$ cat src/hdl/mmx_params.svh
// Constants for the move and multiply instruction executor
`ifndef MMX_PARAMS_SVH
`define MMX_PARAMS_SVH

// ---------------------------------------------
// Opcode fields of the upper instruction byte
// ---------------------------------------------
`define MMX_OP_LDL_HI 8'h0e
`define MMX_OP_MLL_HI 8'h0d
`define MMX_OP_STF_HI 7'h37
`define MMX_OP_MLF_HI 7'h01
`define MMX_ACC_BIT 8

// ---------------------------------------------
// Data space layout
// ---------------------------------------------
`define MMX_INDEX_LIMIT 8'h5f
`define MMX_ACCESS_SPLIT 8'h60
`define MMX_ACCESS_LO_BANK 4'h0
`define MMX_ACCESS_HI_BANK 4'hf

// ---------------------------------------------
// Reset values and timing
// ---------------------------------------------
`define MMX_ACC_RST 8'h00
`define MMX_PROD_RST 8'h00
`define MMX_CLK_PER_INSTR 4

`endif

$ cat src/hdl/mmx_pkg.sv
// Types shared by the move and multiply instruction executor
package mmx_pkg;

   // ---------------------------------------------
   // Quarter phases of one instruction cycle
   // ---------------------------------------------
   typedef enum logic [2:0] {
      PH_IDLE = 3'b000, // No instruction in flight
      PH_Q1 = 3'b001, // Decode
      PH_Q2 = 3'b010, // Read operand
      PH_Q3 = 3'b011, // Process data
      PH_Q4 = 3'b100 // Write destination
   } mmx_phase_type;

   // ---------------------------------------------
   // Decoded operations
   // ---------------------------------------------
   typedef enum logic [2:0] {
      OP_NONE = 3'b000, // Not handled here
      OP_LDL = 3'b001, // load_literal_to_acc
      OP_STF = 3'b010, // store_acc_to_file
      OP_MLL = 3'b011, // multiply_acc_by_literal
      OP_MLF = 3'b100 // multiply_acc_by_file
   } mmx_op_type;

endpackage : mmx_pkg

$ cat src/hdl/mmx_addr_gen.sv
// File register address generator for byte-oriented instructions
`include "mmx_params.svh"

module mmx_addr_gen (
   input wire logic [7:0] file_field, // File address field of the word
   input wire logic access_bit, // Bank access bit
   input wire logic [3:0] bank_sel, // Bank select register value
   input wire logic ext_en, // Extended instruction set on
   input wire logic [11:0] index_base, // Pointer for indexed offset mode
   output logic [11:0] file_addr, // Full data space address
   output logic indexed // Indexed offset mode in use
);

   // ---------------------------------------------
   // Bank resolution
   // ---------------------------------------------
   // Field spans all 256 bytes of one bank
   always_comb begin
      indexed = 1'b0;
      if (access_bit) begin
         // Banked access from the select register
         file_addr = {bank_sel, file_field};
      end else if (ext_en && (file_field <= `MMX_INDEX_LIMIT)) begin
         // Offset from the index pointer; wraps in the 4K space
         indexed = 1'b1;
         file_addr = index_base + {4'h0, file_field};
      end else if (file_field < `MMX_ACCESS_SPLIT) begin
         // Access bank below 0x60 is RAM of bank 0
         file_addr = {`MMX_ACCESS_LO_BANK, file_field};
      end else begin
         // Access bank from 0x60 upward maps the top bank
         file_addr = {`MMX_ACCESS_HI_BANK, file_field};
      end
   end

endmodule : mmx_addr_gen

$ cat src/hdl/mmx_mul8.sv
// Unsigned 8 by 8 shift-and-add multiplier
module mmx_mul8 (
   input wire logic [7:0] mul_a, // Multiplicand
   input wire logic [7:0] mul_b, // Multiplier
   output logic [15:0] product // Unsigned product
);

   // ---------------------------------------------
   // Partial products and running sum
   // ---------------------------------------------
   logic [15:0] part [8]; // One shifted copy per multiplier bit
   logic [15:0] sum [9]; // Running sums

   assign sum[0] = 16'h0000;

   // Plain adder chain: fits in one clock at this rate, no pipeline
   for (genvar i = 0; i < 8; i++) begin : g_row
      assign part[i] = mul_b[i] ? ({8'h00, mul_a} << i) : 16'h0000;
      assign sum[i + 1] = sum[i] + part[i];
   end

   // No carry out: 8x8 never exceeds 16 bits
   assign product = sum[8];

endmodule : mmx_mul8

$ cat src/hdl/mmx_instr_exec.sv
// Executor for literal load, store and the two unsigned multiplies
//
// How it works
// - Literal load puts immediate into accumulator
// - Literal load changes no status flag
// - Literal load finishes in one instruction cycle
// - Store copies accumulator into addressed file register
// - File field reaches all 256 bank bytes
// - Access bit picks access bank or selected bank
// - Extended set: low fields with access bit clear use indexed offset
// - Literal multiply, accumulator kept unchanged
// - Product high and low bytes stored
// - Multiplies touch no status flag
// - File multiply uses accumulator and file register
// - File multiply decode; operands left unchanged
`include "mmx_params.svh"

module mmx_instr_exec (
   input wire logic clk_sys, // Core clock, 250 MHz
   input wire logic rst_n, // Asynchronous reset, active low
   input wire logic [15:0] instr_word, // Fetched instruction word
   input wire logic instr_valid, // Instruction word offered
   output logic instr_ready, // Executor takes a word this cycle
   input wire logic ext_instr_en, // Extended instruction set on
   input wire logic [3:0] bank_select_reg, // Bank number for banked access
   input wire logic [11:0] index_base, // Pointer for indexed offset mode
   output logic file_rd_en, // File register read strobe
   output logic [11:0] file_rd_addr, // File register read address
   input wire logic [7:0] file_rd_data, // Read data, cycle after strobe
   output logic file_wr_en, // File register write strobe
   output logic [11:0] file_wr_addr, // File register write address
   output logic [7:0] file_wr_data, // File register write data
   output logic [7:0] acc_value, // Working accumulator
   output logic [7:0] product_high, // Upper product byte
   output logic [7:0] product_low, // Lower product byte
   output logic instr_done, // Pulse in the write quarter
   output logic instr_unknown // Pulse: word not handled here
);

   // ---------------------------------------------
   // Opcode decode
   // ---------------------------------------------
   // Used by the decode register and by the checks below
   function automatic mmx_pkg::mmx_op_type op_of(input logic [15:0] word);
      if (word[15:8] == `MMX_OP_LDL_HI) begin
         op_of = mmx_pkg::OP_LDL;
      end else if (word[15:8] == `MMX_OP_MLL_HI) begin
         op_of = mmx_pkg::OP_MLL;
      end else if (word[15:9] == `MMX_OP_STF_HI) begin
         op_of = mmx_pkg::OP_STF;
      end else if (word[15:9] == `MMX_OP_MLF_HI) begin
         op_of = mmx_pkg::OP_MLF;
      end else begin
         op_of = mmx_pkg::OP_NONE;
      end
   endfunction : op_of

   // ---------------------------------------------
   // State
   // ---------------------------------------------
   mmx_pkg::mmx_phase_type phase_r; // Current quarter
   mmx_pkg::mmx_phase_type phase_nxt; // Next quarter
   mmx_pkg::mmx_op_type op_r; // Operation in flight
   logic [15:0] instr_r; // Captured word
   logic [11:0] addr_r; // Resolved file address
   logic [11:0] addr_nxt; // From the address generator
   logic [7:0] acc_r; // Accumulator
   logic [15:0] calc_r; // Product from the process quarter
   logic [7:0] prod_hi_r; // Product high byte
   logic [7:0] prod_lo_r; // Product low byte
   logic [7:0] mul_b; // Second multiplier operand
   logic [15:0] mul_out; // Multiplier result
   logic take; // Word taken this cycle
   logic is_mul; // Operation is a multiply

   // ---------------------------------------------
   // Sub blocks
   // ---------------------------------------------
   mmx_addr_gen u_addr (
      .file_field(instr_r[7:0]),
      .access_bit(instr_r[`MMX_ACC_BIT]),
      .bank_sel(bank_select_reg),
      .ext_en(ext_instr_en),
      .index_base(index_base),
      .file_addr(addr_nxt),
      .indexed()
   );

   mmx_mul8 u_mul (
      .mul_a(acc_r),
      .mul_b(mul_b),
      .product(mul_out)
   );

   // ---------------------------------------------
   // Handshake and operand select
   // ---------------------------------------------
   // A new word may enter in the write quarter, so instructions
   // run back to back at one per four clocks
   assign instr_ready = (phase_r == mmx_pkg::PH_IDLE) || (phase_r == mmx_pkg::PH_Q4);
   assign take = instr_valid && instr_ready;
   assign is_mul = (op_r == mmx_pkg::OP_MLL) || (op_r == mmx_pkg::OP_MLF);

   // Literal operand or file data; file data is valid in the third quarter
   assign mul_b = (op_r == mmx_pkg::OP_MLF) ? file_rd_data : instr_r[7:0];

   // ---------------------------------------------
   // Quarter sequencer
   // ---------------------------------------------
   always_comb begin
      phase_nxt = phase_r;
      unique case (phase_r)
         mmx_pkg::PH_IDLE: begin
            if (take) begin
               phase_nxt = mmx_pkg::PH_Q1;
            end
         end
         mmx_pkg::PH_Q1: begin
            phase_nxt = mmx_pkg::PH_Q2;
         end
         mmx_pkg::PH_Q2: begin
            phase_nxt = mmx_pkg::PH_Q3;
         end
         mmx_pkg::PH_Q3: begin
            phase_nxt = mmx_pkg::PH_Q4;
         end
         mmx_pkg::PH_Q4: begin
            // One instruction cycle ends here
            phase_nxt = take ? mmx_pkg::PH_Q1 : mmx_pkg::PH_IDLE;
         end
         default: begin
            // Unused codes fall back to idle
            phase_nxt = mmx_pkg::PH_IDLE;
         end
      endcase
   end

   always_ff @(posedge clk_sys or negedge rst_n) begin
      if (!rst_n) begin
         phase_r <= mmx_pkg::PH_IDLE;
      end else begin
         phase_r <= phase_nxt;
      end
   end

   // ---------------------------------------------
   // Word capture and decode
   // ---------------------------------------------
   // Word held for the whole cycle so a changing fetch bus is harmless
   always_ff @(posedge clk_sys or negedge rst_n) begin
      if (!rst_n) begin
         instr_r <= 16'h0000;
      end else if (take) begin
         instr_r <= instr_word;
      end
   end

   // Decode in the first quarter
   always_ff @(posedge clk_sys or negedge rst_n) begin
      if (!rst_n) begin
         op_r <= mmx_pkg::OP_NONE;
      end else if (take) begin
         op_r <= op_of(instr_word);
      end
   end

   // Address resolved at the end of decode, so bank changes later
   // in the cycle do not move the access
   always_ff @(posedge clk_sys or negedge rst_n) begin
      if (!rst_n) begin
         addr_r <= 12'h000;
      end else if (phase_r == mmx_pkg::PH_Q1) begin
         addr_r <= addr_nxt;
      end
   end

   // ---------------------------------------------
   // File register port
   // ---------------------------------------------
   // Read quarter: store also reads, matching the core's dummy read
   assign file_rd_en = (phase_r == mmx_pkg::PH_Q2)
      && ((op_r == mmx_pkg::OP_MLF) || (op_r == mmx_pkg::OP_STF));
   assign file_rd_addr = addr_r;

   // Write quarter only; the multiply never writes its file operand
   assign file_wr_en = (phase_r == mmx_pkg::PH_Q4) && (op_r == mmx_pkg::OP_STF);
   assign file_wr_addr = addr_r;
   assign file_wr_data = acc_r;

   // ---------------------------------------------
   // Process quarter: product capture
   // ---------------------------------------------
   always_ff @(posedge clk_sys or negedge rst_n) begin
      if (!rst_n) begin
         calc_r <= 16'h0000;
      end else if ((phase_r == mmx_pkg::PH_Q3) && is_mul) begin
         calc_r <= mul_out;
      end
   end

   // ---------------------------------------------
   // Write quarter: destinations
   // ---------------------------------------------
   // Only the literal load writes the accumulator; multiplies keep it
   always_ff @(posedge clk_sys or negedge rst_n) begin
      if (!rst_n) begin
         acc_r <= `MMX_ACC_RST;
      end else if ((phase_r == mmx_pkg::PH_Q4) && (op_r == mmx_pkg::OP_LDL)) begin
         acc_r <= instr_r[7:0];
      end
   end

   // Product pair; a zero result raises nothing since no flag path exists
   always_ff @(posedge clk_sys or negedge rst_n) begin
      if (!rst_n) begin
         prod_hi_r <= `MMX_PROD_RST;
         prod_lo_r <= `MMX_PROD_RST;
      end else if ((phase_r == mmx_pkg::PH_Q4) && is_mul) begin
         prod_hi_r <= calc_r[15:8];
         prod_lo_r <= calc_r[7:0];
      end
   end

   // ---------------------------------------------
   // Outputs
   // ---------------------------------------------
   // No status flag output exists: none of these four alter flags
   assign acc_value = acc_r;
   assign product_high = prod_hi_r;
   assign product_low = prod_lo_r;
   assign instr_done = (phase_r == mmx_pkg::PH_Q4);
   assign instr_unknown = (phase_r == mmx_pkg::PH_Q4) && (op_r == mmx_pkg::OP_NONE);
endmodule : mmx_instr_exec

$ cat config.mk
export PLATFORM = sky130hd
export DESIGN_NAME = mmx_instr_exec
export DESIGN_NICKNAME = d
export VERILOG_FILES = /design/src/hdl/mmx_pkg.sv /design/src/hdl/mmx_addr_gen.sv /design/src/hdl/mmx_mul8.sv /design/src/hdl/mmx_instr_exec.sv
export VERILOG_INCLUDE_DIRS = /design/src /design/src/hdl
export SDC_FILE = /design/constraint.sdc
export NUM_CORES = 1
export LEC_CHECK = 0
export BUFFER_PORTS_ARGS = -buffer_cell sky130_fd_sc_hd__buf_4
export CELL_PAD_IN_SITES_DETAIL_PLACEMENT = 0
export CELL_PAD_IN_SITES_GLOBAL_PLACEMENT = 1
export CORE_MARGIN = 3
export CORE_UTILIZATION = 43
export CTS_CLUSTER_SIZE = 28
export DETAILED_ROUTE_END_ITERATION = 7
export PLACE_DENSITY_LB_ADDON = 0.08
export SYNTH_ARGS = -nofsm -noshare
export SYNTH_HDL_FRONTEND = slang
export SYNTH_SLANG_ARGS = --single-unit
$ cat constraint.sdc
create_clock -name clk_sys -period 5.29 [get_ports clk_sys]
set_input_delay 0.529 -clock clk_sys [delete_from_list [all_inputs] [get_ports clk_sys]]
set_output_delay 0.529 -clock clk_sys [all_outputs]
set_load 0.01 [all_outputs]
* After elaboration in Yosys (flattened, before gate mapping) *
Cells that the tools add are included.

word-level totals
  flip-flop bits (word level) = 67
  bits of input ports = 44
  output and inout port bits = 61
  word-level logic and storage cells = 63

cells by class
  add/sub/neg operators = 8
  order comparisons = 2
  equal/unequal tests = 13
  multiplexer cells = 19
  reduce and logical (&&, ||, !) cells = 13

operators by type and width
  kind                  number
  $add A16 B16 Y16      5
  $mux W12              4
  $add A16 B14 Y16      1
  $add A16 B15 Y16      1
  $eq A8 B4 Y1 const B  2
  $mux W8               2
  $mux W15              1
  $mux W3               5
  $pmux W3 S5           1
  $mux W14              1
  $mux W13              1
  $add A12 B8 Y12       1
  $eq A3 B2 Y1 const B  4
  $mux W11              1
  $mux W10              1
  $mux W9               1
  $le A8 B7 Y1 const B  1
  $logic_and A1 B1 Y1   8
  $lt A8 B7 Y1 const B  1
  $eq A7 B1 Y1 const B  1
  $eq A7 B6 Y1 const B  1
  $eq A3 B1 Y1 const B  2
  $eq A3 B3 Y1 const B  2
  $logic_not A3 Y1      2
  3 further kinds       5

* Logic depth before layout (Yosys ltp) *
  depth after elaboration = 10
  mapped depth = 20
  depth with buffers taken out = 20

* Cells and area by module *
Synthesis repeated with hierarchy kept, for this count alone.

second synthesis, totals
  cell total of the unflattened synthesis = 626
  area total of the unflattened synthesis = 5990.7 µm²

by module, submodules not included
  module          times used  cells an instance  area an instance (µm²)  sequential area each (µm²)
  mmx_instr_exec  1           319                3437.0                  1676.6
  mmx_mul8        1           212                1924.3                  0.0
  mmx_addr_gen    1           95                 629.4                   0.0

* Least setup slack after synthesis *
No wires, ideal clock.

  path type = flip-flop to flip-flop
  start = reg op_r[1]
  end = reg calc_r[11]
  library setup time = 123 ps
  arrival = 4760 ps
  required time = 5167 ps
  slack = 407 ps
  stages on the path, launching flop included = 19
  buffers on the path = 0
  period minus slack after synthesis = 4883 ps
  path through = dfrtp_1 > nand2b_1 > nor2_4 > mux2i_1 > nor2b_1 > fa_1 > fa_1 > inv_1 > fa_1 > inv_1 > ha_1 > ha_1 > fa_1 > a211oi_1 > nor2_1 > o21a_1 > nor2_1 > xor2_1 > o21ai_1

between the ends
  word-level cells in the longest chain between the ends = 10
  elaborated cells between the ends (all ways) = 20
  classes of those cells = 7 x add/sub; 2 x eq/ne; 9 x mux; 2 x reduce/logical

ends and longest elaborated chain
  item                                       RTL line                                      source
  start, declared                            mmx_instr_exec.sv:63                          mmx_pkg::mmx_op_type op_r;
  start signal, assigned                     mmx_instr_exec.sv:161                         op_r <= mmx_pkg::OP_NONE;
  start signal, assigned                     mmx_instr_exec.sv:163                         op_r <= op_of(instr_word);
  $eq A3 B3 Y1                               mmx_instr_exec.sv:102, mmx_instr_exec.sv:105
  $mux W8                                    mmx_instr_exec.sv:105                         assign mul_b = (op_r == mmx_pkg::OP_MLF) ? file_rd_data : instr_r[7:0];
  $mux W8 / $mux W9 (equally long branches)  mmx_mul8.sv:18                                assign part[i] = mul_b[i] ? ({8'h00, mul_a} << i) : 16'h0000;
  $add A16 B16 Y16 (5 in series)             mmx_mul8.sv:19                                assign sum[i + 1] = sum[i] + part[i];
  $add A16 B14 Y16                           mmx_mul8.sv:19
  $add A16 B15 Y16                           mmx_mul8.sv:19
  end signal, assigned                       mmx_instr_exec.sv:197                         calc_r <= mul_out;
  end, declared                              mmx_instr_exec.sv:68                          logic [15:0] calc_r;

Several ways; a longest one is shown, not always the timed one.
A chain may end at the register's enable or synchronous reset.

* Final worst setup path *
  start = reg op_r[1]
  end = reg calc_r[14]

The elaborated chain is that of the path after synthesis.

==> run_results.csv <==
group,metric,value,unit
outcome,run_status,"finished clean",
global_routing,antenna_found_initial,0,
worst_setup_path,cpMostUsedCell,"fa_1",
global_routing,grt_pass1_vias,3992,
worst_setup_path,r2r-start,"op_r[1]",
worst_setup_path,path_class,"reg2reg",
global_routing,grt_usage,0.179,
power,vdd_drop_max,0.352,mV
worst_setup_path,r2r_cells,18,
timing,maxSlewHeadroom,0.430,
logic_synthesis,seq_area_frac_synth,0.317,
route,initialDrtViolationCount,135,
worst_setup_path,cp_cell_sequence,"nand2b_2 -> nor2_4 -> buf_12 -> mux2_2 -> and2_1 -> fa_1 -> fa_1 -> fa_1 -> inv_1 -> fa_1 -> inv_1 -> ha_1 -> a21o_1 -> a2bb2oi_2 -> nand2_1 -> a31oi_1 -> xor2_1 -> o21ai_1",
logic_synthesis,ys_warn_count,0,
clock_tree,cts_buffer_depth,2,
logic_synthesis,async_flop_share,1.00,
worst_setup_path,crit_path_top_delay_cell,"fa_1",
timing,drv_slew,0,
route,via_per_inst,5.11,
timing,rsz0062_at_grt,"false",
logic_synthesis,synth.avg_cell_area,9.91,um2
clock_tree,worstSkewPairLatency,330,ps
power,combinationalPowerShare,0.430,
global_routing,grt_overflow,0,
route,drc_errors,0,
placement,post-place-cells,762,
power,p_sw_frac,0.370,
global_routing,grt_pass1_wl,19.3,mm
logic_synthesis,synth.area.top_cells,"dfrtp_1 (32%), fa_1 (15%), ha_1 (9.2%)",
logic_synthesis,synth_top_area_frac,0.317,
floorplanning,dieArea,0.0136,mm2
route,first_pass_iters,4,
logic_synthesis,ys_ff_latch,67,
power,leakage,3.30,nW
floorplanning,ios,105,
worst_setup_path,slowest_delay,540,ps
hold_path,hp-class,"in2async",
route,ant_nets,0,
placement,place.gp.congestion,0.807,
power,p_switching,0.931,mW
global_routing,grt_max_degree,68,
worst_setup_path,r2r-end,"calc_r[14]",
worst_setup_path,path_max_fanout,9,
placement,place_area,0.00613,mm2
clock_tree,clkSlewWorstSetupHoldPaths,60,ps
floorplanning,row_count,39,
worst_setup_path,crit_arrival,5240,ps
timing,finClkSkew,5.11,ps
floorplanning,coreArea,0.0117,mm2
logic_synthesis,synth_top_area_cell,"dfrtp_1",
floorplanning,start_util,0.451,
timing,setup_violations,0,
worst_setup_path,worst_setup_path_start_kind,"flip-flop",
power,powerDensity,385,mW/mm2
logic_synthesis,syn-num-nets,655,
clock_tree,root_buffer,"clkbuf_16",
final_layout,drive_above_1_share,0.284,
power,seq_power_share,0.315,
placement,post-dp-hpwl,9.26,mm
final_layout,final_cell_mix,"buf_4 (116), dfrtp_1 (67), nand2_1 (65)",
final_layout,mostFrequentLayoutCell,"buf_4",
final_layout,diodes,0,
job,cap_violations,0,
timing,worst_pin_slew,854,ps
logic_synthesis,synth-main-ff-cell,"dfrtp_1",
clock_tree,tritoncts,"built",
logic_synthesis,syn_area,0.00528,mm2
floorplanning,die_h,117,um
logic_synthesis,yosysUniqueCellTypes,43,
timing,worst_slack,234,ps
timing,period_share,0.956,
floorplanning,die_w,117,um
logic_synthesis,synth_cells,533,
power,p_int,1.58,mW
final_layout,utilization,0.558,
power,clockPowerShare,0.255,
final_layout,final_cell_area,0.00653,mm2
placement,place_ws,-97.9,ps
timing,clock.fmax,198,MHz
clock_tree,ctsHoldBuffers,0,
timing,setup_tns,0,ps
final_layout,area_growth,23.7,%
logic_synthesis,synth_edf_count,0,
worst_setup_path,end_kind,"flip-flop",
placement,port_buffers,104,
worst_setup_path,r2r_setup_slack,230,ps
clock_tree,cts_buffers,9,
worst_setup_path,cp.required,5470,ps
timing,fin_crit,5060,ps
timing,final-hold-violation-count,0,
route,wl_per_cell,15.0,um
final_layout,fin_nets,755,
final_layout,finalNonFillerCells,781,
route,vias,3988,
clock_tree,h-tree-depth,3,
route,wl,11.7,mm
clock_tree,clkSinkCount,67,
## synth_stat cells (all sizes together), types with 3 or more instances
library cell	n
a21o	4
mux2i	5
a31oi	5
buf	25
nand3	6
nor2b	35
nor3	6
nand2	65
o31ai	4
nand2b	14
o21a	3
mux2	35
ha	39
a21oi	19
xnor2	4
o21ai	32
clkbuf	3
a211oi	4
dfrtp	67
inv	48
fa	39
nor2	23
and3	3
xor2	14
and2	15
## sequential cells by signal, summed over array words and instances, names as in the netlist
| name | cells |
|---|---|
| instr_r | 9 |
| op_r | 3 |
| file_rd_addr | 12 |
| calc_r | 16 |
| product_low | 8 |
| phase_r | 3 |
| product_high | 8 |
| acc_value | 8 |
## area by class of cell
type | count | area (um2)
multi-input combinational | 390 | 3280
fill | 1068 | 5180
inverter | 48 | 180
clock inverter | 7 | 101
tap | 143 | 179
clock buffer | 9 | 225
sequential | 67 | 1680
timing repair buffer | 117 | 891
## per-stage QoR
stage / total power [mW] / hold slack (ps)
final: 2.52 / 294
after global routing: 2.72 / 362
after CTS: 2.53 / 330
after detailed placement: 1.86 / 462
after global placement: 1.85 / 460
after floorplan: 1.46 / 233
## per-layer routing
metal / part of all wire / track usage / routed length (um)
met1: 0.45 / 0.236 / 5210
met2: 0.49 / 0.292 / 5730
met3: 0.051 / 0.0483 / 599
met4: 0.014 / 0.0512 / 161
met5: 0 / 0 / 0
## logic make-up after synthesis
logic type,after synthesis,share of synthesized area
buffers and inverters,76,0.0699
flip-flops,67,0.317
adder cells (fa/ha/maj),78,0.240
AO/OA/AOI/OAI,80,0.0912
AND/OR/NAND/NOR,174,0.167
multiplexers,40,0.0841
XOR/XNOR,18,0.0299
## worst max-delay path: cells and delay by family, from the launching register on
family | cells | cell delay, ps
buf+inv | 3 | 240
fa+ha+maj | 5 | 2370
flops | 1 | 410
xor+xnor | 1 | 190
compound gates | 4 | 650
mux | 1 | 410
simple gates | 4 | 630
## repair_timing
item	4_1_cts	5_1_grt
pin swaps	0	2
setup buffers	0	3
endpoints found under the setup margin	3	6
resized for setup	1	11
## worst max-delay path by stage
stage,start,endpoint,slack (ps)
floorplan,op_r[1],calc_r[11],410
global placement,op_r[1],calc_r[11],50
detailed placement,op_r[1],calc_r[11],-100
CTS,op_r[1],calc_r[11],10
global route,op_r[1],calc_r[14],2
finish,op_r[1],calc_r[14],230
## power by group through the flow
stage | clock network [mW] | logic [mW] | registers, mW
after floorplan | 0 | 0.677 | 0.788
after global placement | 0 | 1.06 | 0.794
after detailed placement | 0 | 1.07 | 0.798
after CTS | 0.664 | 1.07 | 0.792
after global routing | 0.689 | 1.21 | 0.818
final | 0.643 | 1.08 | 0.791
Note: power is estimated with default switching activity, not from simulation.
